### src/core/ocd_defs.svh
`ifndef OCD_DEFS_SVH
`define OCD_DEFS_SVH

// Instruction lengths in bytes
`define OCD_LEN_ONE 2'h1
`define OCD_LEN_TWO 2'h2
`define OCD_LEN_THREE 2'h3
`define OCD_LEN_NONE 2'h0

// Execution cycle counts
`define OCD_CYC_REL 4'h3
`define OCD_CYC_BTB 4'h5
`define OCD_CYC_BSC 4'h5
`define OCD_CYC_CALL 4'h6
`define OCD_CYC_CTL 4'h2
`define OCD_CYC_RTI 4'h9
`define OCD_CYC_RTS 4'h6
`define OCD_CYC_SWI 4'hA
`define OCD_CYC_MUL 4'hB
`define OCD_CYC_INH 4'h3
`define OCD_CYC_DIR 4'h5
`define OCD_CYC_IX 4'h5
`define OCD_CYC_IX1 4'h6
`define OCD_CYC_UNIMP 4'h2
`define OCD_CYC_NONE 4'h0

// Opcode group nibbles
`define OCD_HI_BTB 4'h0
`define OCD_HI_BSC 4'h1
`define OCD_HI_REL 4'h2
`define OCD_HI_DIR 4'h3
`define OCD_HI_INHA 4'h4
`define OCD_HI_INHX 4'h5
`define OCD_HI_IX1 4'h6
`define OCD_HI_IX 4'h7
`define OCD_HI_CTL8 4'h8
`define OCD_HI_CTL9 4'h9
`define OCD_HI_REGMEM 4'hA

// Individual opcodes
`define OCD_OP_CALL 8'hAD
`define OCD_OP_MASK_SET 8'h9B
`define OCD_OP_MASK_CLR 8'h9A
`define OCD_OP_RTI 4'h0
`define OCD_OP_RTS 4'h1
`define OCD_OP_SWI 4'h3
`define OCD_LO_MUL 4'h2
`define OCD_LO_TEST 4'hD

`endif

### src/core/ocd_pkg.sv
package ocd_pkg;

   // Instruction group seen by the rest of the core
   typedef enum logic [2:0] {
      OCD_CLS_BTB = 3'h0,
      OCD_CLS_BSC = 3'h1,
      OCD_CLS_REL = 3'h2,
      OCD_CLS_CALL = 3'h3,
      OCD_CLS_RMW = 3'h4,
      OCD_CLS_CTL = 3'h5,
      OCD_CLS_REGMEM = 3'h6,
      OCD_CLS_UNIMP = 3'h7
   } ocd_class_t;

   // Sequencer states, one-hot
   typedef enum logic [1:0] {
      OCD_ST_IDLE = 2'b01,
      OCD_ST_EXEC = 2'b10
   } ocd_state_t;

endpackage

### src/core/ocd_decode.sv
`timescale 1ns/1ps
`include "ocd_defs.svh"

// How it works
// - Opcodes 20-2F: two bytes, three cycles
// - 22/23 higher, lower-same; 24/25 carry
// - 28/29 jump on half-carry clear/set
// - 2C/2D jump on interrupt mask clear/set
// - 2E/2F jump on interrupt pin low/high
// - Opcode 2n tests bit set: 3B, 5 cycles
// - Opcode 01+2n tests bit clear: 3B, 5c
// - Rotate left decodes 49,59,39,79,69
// - Rotate right decodes 46,56,36,76,66
// - Test value saves one cycle in memory
// - 9B masks interrupts, 1 byte, 2 cycles
// - 9A unmasks interrupts, 1 byte, 2 cycles
module ocd_decode #(
   parameter int OPC_W = 8,
   parameter int CYC_W = 4
) (
   // Clock and reset
   input wire logic CLK_I,
   input wire logic RST_N_I,
   // Opcode fetch handshake
   input wire logic OPC_VALID_I,
   input wire logic [OPC_W-1:0] OPC_I,
   output logic READY_O,
   // Condition codes and interrupt pin level
   input wire logic CC_H_I,
   input wire logic CC_I_I,
   input wire logic CC_N_I,
   input wire logic CC_Z_I,
   input wire logic CC_C_I,
   input wire logic IRQ_PIN_I,
   // Decode result
   output logic DEC_VALID_O,
   output ocd_pkg::ocd_class_t CLASS_O,
   output logic [1:0] LEN_O,
   output logic [CYC_W-1:0] CYC_O,
   output logic TAKEN_O,
   output logic [2:0] BIT_O,
   output logic BIT_SENSE_O,
   output logic MASK_SET_O,
   output logic MASK_CLR_O,
   output logic ILLEGAL_O
);
   // Elaboration checks: the tables are byte-wide with 4-bit counts
   if (OPC_W != 8) begin : g_opc_chk
      $error("ocd_decode: OPC_W must be 8");
   end
   if (CYC_W != 4) begin : g_cyc_chk
      $error("ocd_decode: CYC_W must be 4");
   end

   // Opcode fields
   wire [3:0] hi = OPC_I[7:4];
   wire [3:0] lo = OPC_I[3:0];

   // Group decode
   wire is_btb = (hi == `OCD_HI_BTB);
   wire is_bsc = (hi == `OCD_HI_BSC);
   wire is_rel = (hi == `OCD_HI_REL);
   wire is_call = (OPC_I == `OCD_OP_CALL);
   wire is_rmw = (hi >= `OCD_HI_DIR) && (hi <= `OCD_HI_IX);
   wire is_ctl = (hi == `OCD_HI_CTL8) || (hi == `OCD_HI_CTL9);
   wire is_regmem = (hi >= `OCD_HI_REGMEM) && !is_call;

   // Read/modify/write lookup
   wire rmw_ok;
   wire [1:0] rmw_len;
   wire [3:0] rmw_cyc;
   ocd_rmw_cycles ocd_rmw_cycles_inst (
      .mode_i(hi),
      .row_i(lo),
      .ok_o(rmw_ok),
      .len_o(rmw_len),
      .cyc_o(rmw_cyc)
   );

   // Control row: 8x holds returns, interrupt, stop and wait
   wire ctl8_ok = (lo == `OCD_OP_RTI) || (lo == `OCD_OP_RTS) ||
      (lo == `OCD_OP_SWI) || (lo == 4'hE) || (lo == 4'hF);
   wire ctl9_ok = (lo >= 4'h7) && (lo != 4'hE);
   wire ctl_ok = (hi == `OCD_HI_CTL8) ? ctl8_ok : ctl9_ok;
   wire [3:0] ctl_cyc = (hi == `OCD_HI_CTL9) ? `OCD_CYC_CTL :
      (lo == `OCD_OP_RTI) ? `OCD_CYC_RTI :
      (lo == `OCD_OP_RTS) ? `OCD_CYC_RTS :
      (lo == `OCD_OP_SWI) ? `OCD_CYC_SWI : `OCD_CYC_CTL;

   // Holes in the decoded groups
   wire unimp = (is_rmw && !rmw_ok) || (is_ctl && !ctl_ok);

   // Branch conditions, indexed by opcode bits 3:1; bit 0 inverts
   wire [7:0] cond_vec = {~IRQ_PIN_I, ~CC_I_I, ~CC_N_I, ~CC_H_I,
      ~CC_Z_I, ~CC_C_I, ~(CC_C_I | CC_Z_I), 1'b1};
   wire rel_taken = cond_vec[OPC_I[3:1]] ^ OPC_I[0];

   // Length select
   wire [1:0] len_nxt =
      is_btb ? `OCD_LEN_THREE :
      (is_bsc || is_rel || is_call) ? `OCD_LEN_TWO :
      unimp ? `OCD_LEN_ONE :
      is_rmw ? rmw_len :
      is_ctl ? `OCD_LEN_ONE : `OCD_LEN_NONE;

   // Cycle select; register/memory timing belongs to another unit
   wire [3:0] cyc_nxt =
      is_btb ? `OCD_CYC_BTB :
      is_bsc ? `OCD_CYC_BSC :
      is_rel ? `OCD_CYC_REL :
      is_call ? `OCD_CYC_CALL :
      unimp ? `OCD_CYC_UNIMP :
      is_rmw ? rmw_cyc :
      is_ctl ? ctl_cyc : `OCD_CYC_NONE;

   // Class select
   wire ocd_pkg::ocd_class_t class_nxt =
      is_btb ? ocd_pkg::OCD_CLS_BTB :
      is_bsc ? ocd_pkg::OCD_CLS_BSC :
      is_rel ? ocd_pkg::OCD_CLS_REL :
      is_call ? ocd_pkg::OCD_CLS_CALL :
      unimp ? ocd_pkg::OCD_CLS_UNIMP :
      is_rmw ? ocd_pkg::OCD_CLS_RMW :
      is_ctl ? ocd_pkg::OCD_CLS_CTL :
      is_regmem ? ocd_pkg::OCD_CLS_REGMEM : ocd_pkg::OCD_CLS_UNIMP;

   // Taken only means something for relative jumps and the call
   wire taken_nxt = (is_rel && rel_taken) || is_call;

   // Sequencer
   ocd_pkg::ocd_state_t state_r;
   ocd_pkg::ocd_state_t state_nxt;
   logic [3:0] cnt_r; // Cycles left including this one
   logic [3:0] cnt_nxt;

   // Fetch is accepted only between instructions
   assign READY_O = (state_r == ocd_pkg::OCD_ST_IDLE);
   wire take = OPC_VALID_I && READY_O;
   // Instructions with no local timing never leave idle
   wire busy_start = take && (cyc_nxt > 4'h1);
   wire last_cyc = (cnt_r == 4'h1);

   assign state_nxt = busy_start ? ocd_pkg::OCD_ST_EXEC :
      (state_r == ocd_pkg::OCD_ST_EXEC && last_cyc) ?
      ocd_pkg::OCD_ST_IDLE : state_r;
   assign cnt_nxt = busy_start ? cyc_nxt - 4'h1 :
      (state_r == ocd_pkg::OCD_ST_EXEC) ? cnt_r - 4'h1 : cnt_r;

   // State register
   always_ff @(posedge CLK_I) begin
      if (!RST_N_I) begin
         state_r <= ocd_pkg::OCD_ST_IDLE;
         cnt_r <= 4'h0;
      end else begin
         state_r <= state_nxt;
         cnt_r <= cnt_nxt;
      end
   end

   // Decode result, held until the next accepted opcode
   always_ff @(posedge CLK_I) begin
      if (!RST_N_I) begin
         CLASS_O <= ocd_pkg::OCD_CLS_UNIMP;
         LEN_O <= `OCD_LEN_NONE;
         CYC_O <= `OCD_CYC_NONE;
         TAKEN_O <= 1'b0;
         BIT_O <= 3'h0;
         BIT_SENSE_O <= 1'b0;
         ILLEGAL_O <= 1'b0;
      end else if (take) begin
         CLASS_O <= class_nxt;
         LEN_O <= len_nxt;
         CYC_O <= cyc_nxt;
         TAKEN_O <= taken_nxt;
         BIT_O <= OPC_I[3:1];
         BIT_SENSE_O <= ~OPC_I[0];
         ILLEGAL_O <= unimp;
      end
   end

   // One-cycle pulses marking a fresh decode
   always_ff @(posedge CLK_I) begin
      if (!RST_N_I) begin
         DEC_VALID_O <= 1'b0;
         MASK_SET_O <= 1'b0;
         MASK_CLR_O <= 1'b0;
      end else begin
         DEC_VALID_O <= take;
         MASK_SET_O <= take && (OPC_I == `OCD_OP_MASK_SET);
         MASK_CLR_O <= take && (OPC_I == `OCD_OP_MASK_CLR);
      end
   end
endmodule

### src/core/ocd_rmw_cycles.sv
`timescale 1ns/1ps
`include "ocd_defs.svh"

// Length and cycle lookup for the read/modify/write block
module ocd_rmw_cycles (
   // Opcode split
   input wire logic [3:0] mode_i,
   input wire logic [3:0] row_i,
   // Lookup result
   output logic ok_o,
   output logic [1:0] len_o,
   output logic [3:0] cyc_o
);
   // Multiply lives only in the accumulator column
   wire is_mul = (mode_i == `OCD_HI_INHA) && (row_i == `OCD_LO_MUL);
   // Test writes nothing back, so memory forms save a cycle
   wire is_test_mem = (row_i == `OCD_LO_TEST) &&
      (mode_i != `OCD_HI_INHA) && (mode_i != `OCD_HI_INHX);
   // Rows 1, 5, B and E are holes in every column
   wire row_ok = (row_i != 4'h1) && (row_i != 4'h5) &&
      (row_i != 4'hB) && (row_i != 4'hE) &&
      ((row_i != `OCD_LO_MUL) || is_mul);
   // Two-byte forms carry an address or offset byte
   wire two_byte = (mode_i == `OCD_HI_DIR) || (mode_i == `OCD_HI_IX1);
   wire [3:0] base_cyc =
      (mode_i == `OCD_HI_DIR) ? `OCD_CYC_DIR :
      (mode_i == `OCD_HI_IX) ? `OCD_CYC_IX :
      (mode_i == `OCD_HI_IX1) ? `OCD_CYC_IX1 : `OCD_CYC_INH;

   assign ok_o = row_ok;
   assign len_o = two_byte ? `OCD_LEN_TWO : `OCD_LEN_ONE;
   assign cyc_o = is_mul ? `OCD_CYC_MUL :
      is_test_mem ? base_cyc - 4'h1 : base_cyc;
endmodule

### config.mk
export PLATFORM = sky130hd
export DESIGN_NAME = ocd_decode
export DESIGN_NICKNAME = d
export VERILOG_FILES = /design/src/core/ocd_pkg.sv /design/src/core/ocd_decode.sv /design/src/core/ocd_rmw_cycles.sv
export VERILOG_INCLUDE_DIRS = /design/src /design/src/core
export SDC_FILE = /design/constraint.sdc
export NUM_CORES = 1
export LEC_CHECK = 0
export BUFFER_PORTS_ARGS = -buffer_cell sky130_fd_sc_hd__buf_2
export CORE_MARGIN = 2
export CORE_UTILIZATION = 35
export DETAILED_ROUTE_END_ITERATION = 6
export GPL_TIMING_DRIVEN = 0
export MAX_ROUTING_LAYER = met4
export PLACE_DENSITY = 0.59
export SKIP_LAST_GASP = 1
export SLEW_MARGIN = 10
export SYNTH_ARGS = -nofsm -noshare
export SYNTH_HDL_FRONTEND = slang
export SYNTH_SLANG_ARGS = --single-unit
### constraint.sdc
create_clock -name CLK_I -period 2.25 [get_ports CLK_I]
set_input_delay 0.45 -clock CLK_I [delete_from_list [all_inputs] [get_ports CLK_I]]
set_output_delay 0.45 -clock CLK_I [all_outputs]
set_load 0.01 [all_outputs]
==> results of run 1 <==
## sequential cells by signal, summed over array words and instances, names as in the netlist
signal,flops
state_r,2
CYC_O,4
BIT_SENSE_O,1
LEN_O,2
ILLEGAL_O,1
MASK_CLR_O,1
DEC_VALID_O,1
MASK_SET_O,1
TAKEN_O,1
CLASS_O,3
cnt_r,4
BIT_O,3
## repair_timing
item                                    CTS  global route
setup buffers                             6            13
gates cloned                              1             1
resized for setup                        22            34
endpoints found under the setup margin    6             5
pin swaps                                11             8
## area by class of cell
class / instances / area [um^2] / share of cell area, %
Buffer: 16 / 166 / 6.52
Clock buffer: 3 / 41.3 / 1.62
Clock inverter: 1 / 30.0 / 1.18
Inverter: 9 / 33.8 / 1.32
Multi-Input combinational cell: 162 / 1350 / 52.8
Sequential cell: 24 / 480 / 18.8
Tap cell: 67 / 83.8 / 3.29
Timing Repair Buffer: 54 / 369 / 14.5
## report_power, final
group	switching [mW]	leakage, nW	internal (mW)
clock network	0.156	0.0357	0.238
registers	0.0320	0.198	0.474
logic	0.288	0.790	0.248
total	0.476	1.02	0.961
## layer usage
layer | routed length (um) | GRT usage, % | up-vias
met4 | 43 | 3.03 | 0
met2 | 2480 | 30.6 | 38
met1 | 2300 | 24.5 | 841
met5 | 0 | - | -
li1 | - | - | 895
met3 | 172 | 2.03 | 6
## final timing paths
path                                  from          to  slack [ns]  cells past startpoint
worst max register to register  state_r[1]    cnt_r[2]        0.38                      6
worst min-delay path               RST_N_I  state_r[0]        0.40                      2
worst max-delay path              OPC_I[3]    cnt_r[3]       -0.02                     11
worst min register to register    BIT_O[0]    BIT_O[0]        0.46                      2
## logic make-up (layout without fill, tap and decap cells)
group                      Yosys count  after routing  synth area share, %
and+or+nand+nor                     82             82                 27.4
buffers and inverters               25             83                 7.29
DFF                                 24             24                 28.0
AOI/OAI and AO/OA                   68             68                 29.2
muxes                                2              2                 1.89
adders and majority gates            5              5                 3.64
xor gates and xnor gates             5              5                 2.55
## through the flow
| step | total power [mW] | utilization, % | TNS, ns |
|---|---|---|---|
| after floorplan | 0.818 | - | -0.191 |
| after global placement | 0.930 | 43.2 | -2.55 |
| after detailed placement | 0.935 | 43.2 | -2.73 |
| after CTS | 1.37 | 48.1 | 0 |
| after global routing | 1.51 | 54.0 | -0.225 |
| final | 1.44 | 54.0 | -0.0202 |
## Yosys cell counts, types with 3 or more instances
| library cell | n |
|---|---|
| o21ai_0 | 6 |
| nand2_1 | 20 |
| nor4b_1 | 4 |
| a21oi_1 | 22 |
| inv_1 | 8 |
| nor2b_1 | 4 |
| nand4b_1 | 3 |
| clkbuf_1 | 3 |
| nand2b_1 | 4 |
| buf_2 | 10 |
| xor2_1 | 3 |
| nor2_1 | 23 |
| dfxtp_1 | 24 |
| ha_1 | 5 |
| o21ai_2 | 4 |
| a311oi_1 | 3 |
| a211oi_1 | 7 |
| a31oi_1 | 3 |
| nor3_1 | 5 |
==> flow_results.org, run 1 <==
** Status
- Result of the run :: finished with violations
- Violated checks :: setup timing

** Timing
- RSZ-0062 raised after global routing :: true
- Relative slew slack :: 56.0%
- Period utilization :: 101%
- Worst setup margin :: -0.0195 ns
- Final hold violation count :: 0
- Endpoints failing setup :: 2
- Static timing analysis puts the maximum clock frequency at 0.441 GHz.
- Hold is met by 0.400 ns.
- Worst Tran Pin Value :: 0.656 ns
- Pins Over Slew Limit :: 0
- Final worst clock skew :: approximately 0.0013 ns
- For the finished layout, the period the worst path requires is 2.27 ns.

** Logic synthesis
- Top cell type by total area after synthesis :: dfxtp_1
- Average cell area after synthesis :: between 8 and 9 um^2
- Asr flop ratio synth :: 0%
- In this run the biggest area consumer among cell types represents 28.0% of the synthesized area.
- Netlist Area Pre-Place :: 1720 um^2
- For this run, the leading register cell type out of synthesis is dfxtp_1.
- Number of register bits inferred by synthesis :: 24
- Yosys printed 0 warnings.
- Synthesis handed over a netlist of approximately 210 instances.
- By area the synthesized netlist is led by dfxtp_1 (28%), a21oi_1 (6.4%), nor2_1 (5.0%), nand2_1 (4.4%), ha_1 (3.6%).
- Counting every net in the synthesized netlist gives 233.
- Counting distinct cell types in the post-synthesis netlist gives 60.
- Seq/Total Area, Yosys :: 28.0%
- Yosys mapped a number of flops with a built-in enable equal to 0.

** Routing
- Initial DRC count :: 87
- Count of nets left with antenna violations after detail routing :: 0
- Via count :: 1780
- Final routed DRC violation total :: 0
- Initial DRT Pass Iterations :: 4
- In the routed layout, each cell is associated on average with a via count of 5.30.
- Wires add up to 4990 um.
- After detailed routing, the average wire length per cell comes to 14.9 um.

** Flow run
- Max_cap viols :: 0

** Cells and area
- Number of fillers in the final layout :: 425
- Number of cells in the finished layout apart from fillers :: 336
- Final antenna diode count :: 0
- With fillers left out, the area of the finished cells amounts to between 2000 and 3000 um^2.
- Syn-to-layout area delta :: 48.6%
- Highest-count cells in the layout ignoring fill and taps :: buf_2 (30), dfxtp_1 (24), nor2_1 (20), a21oi_1 (20), buf_4 (19)
- The post-route netlist has a little over two fifths of its cells at a drive strength greater than 1.
- The final layout contains 292 nets.
- Leaving out fill and tap cells, the most frequent cell in the layout is buf_2.

** Die
- Number of placement rows :: 25
- In this run the vertical extent of the chip is 74.0 um.
- The floorplan step defined a die boundary enclosing 5480 um^2.
- During I/O placement, the number of pins put on the boundary was 36.
- Area of the placeable core :: 4720 um^2
- For this configuration, the core starts out at a cell density of 36.3%.
- Die outline width :: 74.0 um

** GRT
- Largest net degree at the start of global routing :: 15
- The first global-routing pass estimated 7710 um of wire.
- Aggregate global routing overflow :: 0
- The number of global-route vias before repair is 1570.
- All-layer global routing usage :: 18.4%
- Initial antenna violation count :: 0

** Clock network
- Hold buffers post-CTS :: 0
- The later pin in the worst-skew pair is clocked with a latency of 0.27 ns.
- CTS sink count :: 24
- TritonCTS clock tree :: done
- Maximum level of the CTS H-tree :: 1
- Number of buffers created by CTS :: 3
- The root buffer cell chosen for the clock tree is clkbuf_8.
- The clock passes through at most 2 buffers.
- Clock edge transition at the registers on the reported setup and hold paths :: 0.09 ns

** Place
- Placed cell area :: 2040 um^2
- Before CTS, the worst setup slack after placement is -0.534 ns.
- Port Buffers :: 33
- Number of placed cells counting well taps :: 311
- GP Congestion :: 0.846
- Detailed placement finished with a half-perimeter wire length of between 3000 and 4000 um.

** Setup path
- Crit path max-delay cell type :: nor3b_4
- Critical path fanouts, max :: 5
- For this run, the slowest stage of the critical path takes 0.34 ns.
- The critical path goes through buf_8, buf_6, nor3_2, nand2_1, a221o_1, a21oi_2, nor3b_4, ha_4, o21ai_4, nor4_2, a311oi_2.
- The cell family contributing the most delay on the critical path is simple AND/OR/NAND/NOR gates.
- For the worst setup path, the data required time is 2.38 ns.
- The worst setup path is launched from a primary input.
- Worst path bufs/invs :: 2
- The worst setup path is captured at a flop.
- WS Path Type :: primary input to flop
- Arrival time reported for the critical path endpoint :: 2.40 ns

** Power and ir drop
- IR analysis of the VDD net gives a maximum drop of approximately 0.37 mV.
- Static power due to leakage :: 1.02 nW
- Power per standard cell area :: about 560 nW/um^2

** Min path
- In this run the worst hold path is classified as primary input to flop.
(Power assumes the default switching activity.)
==> inputs of run 2 (changes only) <==
CTS_BUF_LIST = sky130_fd_sc_hd__clkbuf_2   (was not set)
==> run 2 against run 1 <==
  * The flow now finishes without violations
  * Die area unchanged
  * Total power decreased by 4.9%
  * Cell area increased by 2.8%
  * First-iteration DRC count increased by 30%
  * Sequential share of layout area decreased by 0.52 points
  * Clock skew increased by 0.0033 ns
  * Sequential cell count unchanged
  * Clock power decreased by 23%
  * Maximum frequency increased by 1.3%
  * Via count increased by 2.2%
  * Largest power group unchanged
==> flow_results.org, run 2 (synthesized netlist as in run 1, its figures left out) <==
** Timing
- Between clock sinks in the finished design, the worst skew comes to 0.00466 ns.
- Maximum clock rate :: around 0.45 GHz
- The number of hold violations in the final report came to 0.
- For the pin with the worst max-slew slack, the measured transition is around 0.68 ns.
- Setup violations remaining at the end of the flow were counted as 0.
- Worst setup margin :: 0.0107 ns
- The routed design could run at a clock period as short as around 2.2 ns.
- The number of pins with negative max-slew slack in the final report is 0.
- Final hold slack :: 0.281 ns
- Headroom to the max-slew limit came out at 54.5%.
- In the finished design, the share of the clock period the worst path needs comes to 99.5%.

** Flow run
- Max_cap viols :: 0

** Cells and area
- Leaving out fill and tap cells, the most frequent cell in the layout is buf_2.
- The area growth from synthesis to layout is 52.8%.
- 0 antenna diodes ended up in the layout.
- Final design utilization :: a little under three fifths
- The top cell types in the final layout, fill and taps aside, are buf_2 (31), buf_4 (28), dfxtp_1 (24), nor2_1 (19), a21oi_1 (19).
- Net count, final :: ~300
- Largest regs :: CYC_O (4), cnt_r (4)
- Of the cells placed in the final design, the portion with a size suffix greater than 1 is a little under half.
- Number of cells in the finished layout apart from fillers :: roughly 350
- Fill cells in the final layout number 425.
- Summing all non-filler instances in the final layout gives an area of 2620 um^2.

** Place
- Once detailed placement completed, the half-perimeter wirelength came to 3410 um.
- After detailed placement, the design holds a cell count of 311.
- Port buffering added 33 buffers.
- In this run the cell area measured after placement is 2040 um^2.
- At the end of routability-driven placement, the weighted congestion stood at 0.846.
- Post-Place Setup Slack :: -0.534 ns

** Clock network
- Counting along the longest clock path gives a buffer depth of 2.
- Worst-skew pair later-pin latency :: ~0.37 ns
- Clock edge transition at the registers on the reported setup and hold paths :: 0.26 ns
- CTS built an H-tree with a depth of 1.
- TritonCTS built the clock tree.
- In this run, CTS created clock tree buffers numbering 3.
- CTS sink count :: 24
- Clock tree root buffer cell :: clkbuf_2

** Setup path
- Critical path fanouts, max :: 7
- Largest incremental delay on the critical path :: 0.34 ns
- CP required :: 2.57 ns
- For the worst setup path, the data arrival time is between 2 and 3 ns.
- The worst setup path is captured at a flop.
- The most critical setup path has its startpoint at OPC_I[4].
- The critical path is of the primary input to flop type.
- Ordered cell list for the critical path :: buf_8, buf_8, nor3_2, nand2_1, a221o_1, a21oi_2, nor3b_4, ha_4, o21ai_4, nor3_2, a311oi_1, a21oi_1
- On the critical path, the stage with the largest delay is an instance of a221o_1.
- CP startpoint kind :: primary input
- Beginning of the worst register-to-register path :: state_r[1]

** Min path
- The min-delay analysis places its worst path in the category primary input to flop.
- In this run the most critical hold path is launched from RST_N_I.

** GRT
- The number of global-route vias before repair came to 1525.
- Global routing used 17.7% of the available tracks.
- The first global-routing pass estimated 7390 um of wire.
- Largest net degree at the start of global routing :: 15
- Aggregate global routing overflow :: 0
- Initial antenna violation count :: 0

** Power and ir drop
- Static power due to leakage :: 1.08 nW
- VDD sags by at most 0.377 mV.
- For this design the ratio of total power to cell area is 521 nW/um^2.

** Die
- For this configuration, the core starts out at a cell density of 36.3%.
- Area of the placeable core :: 4720 um^2
- During I/O placement, the number of pins put on the boundary was 36.
- Die outline width :: 74.0 um
- The initialized floorplan defines 25 standard-cell rows.
- Die Area :: around 5500 um^2
- Height of the die :: 74.0 um

** Routing
- Wires add up to ~5300 um.
- Initial DRC count :: 113
- Count of nets left with antenna violations after detail routing :: 0
- Average vias per placed instance :: about 5.3
- Via count :: ~1.8k
- After detailed routing, the number of remaining DRC violations is 0.
- Routed len/inst :: 15.3 um
- The first detailed-routing pass ran for 4 iterations.

** Status
- Result of the run :: complete, no violations
## run 2: cell count changes in the layout (fill, tap and decap cells not counted), moves of 2 or more
cell	change
clkbuf_8	-3
buf_4	+9
buf_12	+2
buf_6	-3
clkbuf_2	+3
## run 2: layout make-up
| cell class | instances | area (um^2) | share of cell area, % |
|---|---|---|---|
| clock inverter | 1 | 30.0 | 1.14 |
| buffer | 16 | 174 | 6.63 |
| timing repair buffer | 63 | 448 | 17.1 |
| sequential | 24 | 480 | 18.3 |
| clock buffer | 3 | 15.0 | 0.572 |
| inverter | 9 | 33.8 | 1.29 |
| multi-input combinational | 162 | 1360 | 51.8 |
| tap | 67 | 83.8 | 3.20 |
## run 2: per-stage QoR
step / power, mW / TNS (ns)
after floorplan: 0.818 / -0.191
after global placement: 0.930 / -2.55
after detailed placement: 0.935 / -2.73
after CTS: 1.24 / -0.0180
after global routing: 1.44 / -0.156
final: 1.37 / 0
## run 2: timing repair
action / in CTS / in global routing
hold buffers: 0 / 0
setup buffers: 1 / 27
cloned: 0 / 2
resized for setup: 3 / 60
setup endpoints to repair: 5 / 6
pin swaps: 1 / 21
## run 2: path summary, 6_finish.rpt
check        cells after the start  slack, ns          to
max                             12       0.01    cnt_r[2]
min                              2       0.28  state_r[0]
max reg2reg                      6       0.37    cnt_r[2]
min reg2reg                      2       0.48    BIT_O[0]
## run 2: critical path: cells and delay by family
family | cells | cell delay (ns)
compound gates | 5 | 0.80
fa+ha+maj | 1 | 0.24
buf+inv | 2 | 0.24
simple gates | 4 | 0.82
## run 2: power breakdown
group	leakage (nW)	internal, mW	total (mW)	switching, mW
Sequential	0.198	0.476	0.509	0.0333
Combinational	0.852	0.260	0.552	0.292
Clock	0.0266	0.153	0.305	0.152
Total	1.08	0.889	1.37	0.477
## run 2: layer usage
metal  vias to the layer above  part of all wire (%)  global-route usage, %
li1                        908                     -                      -
met5                         -                     0                      -
met4                         0                  0.36                   2.63
met1                       866                    45                   23.7
met3                         4                   3.7                   2.03
met2                        41                    51                   29.3
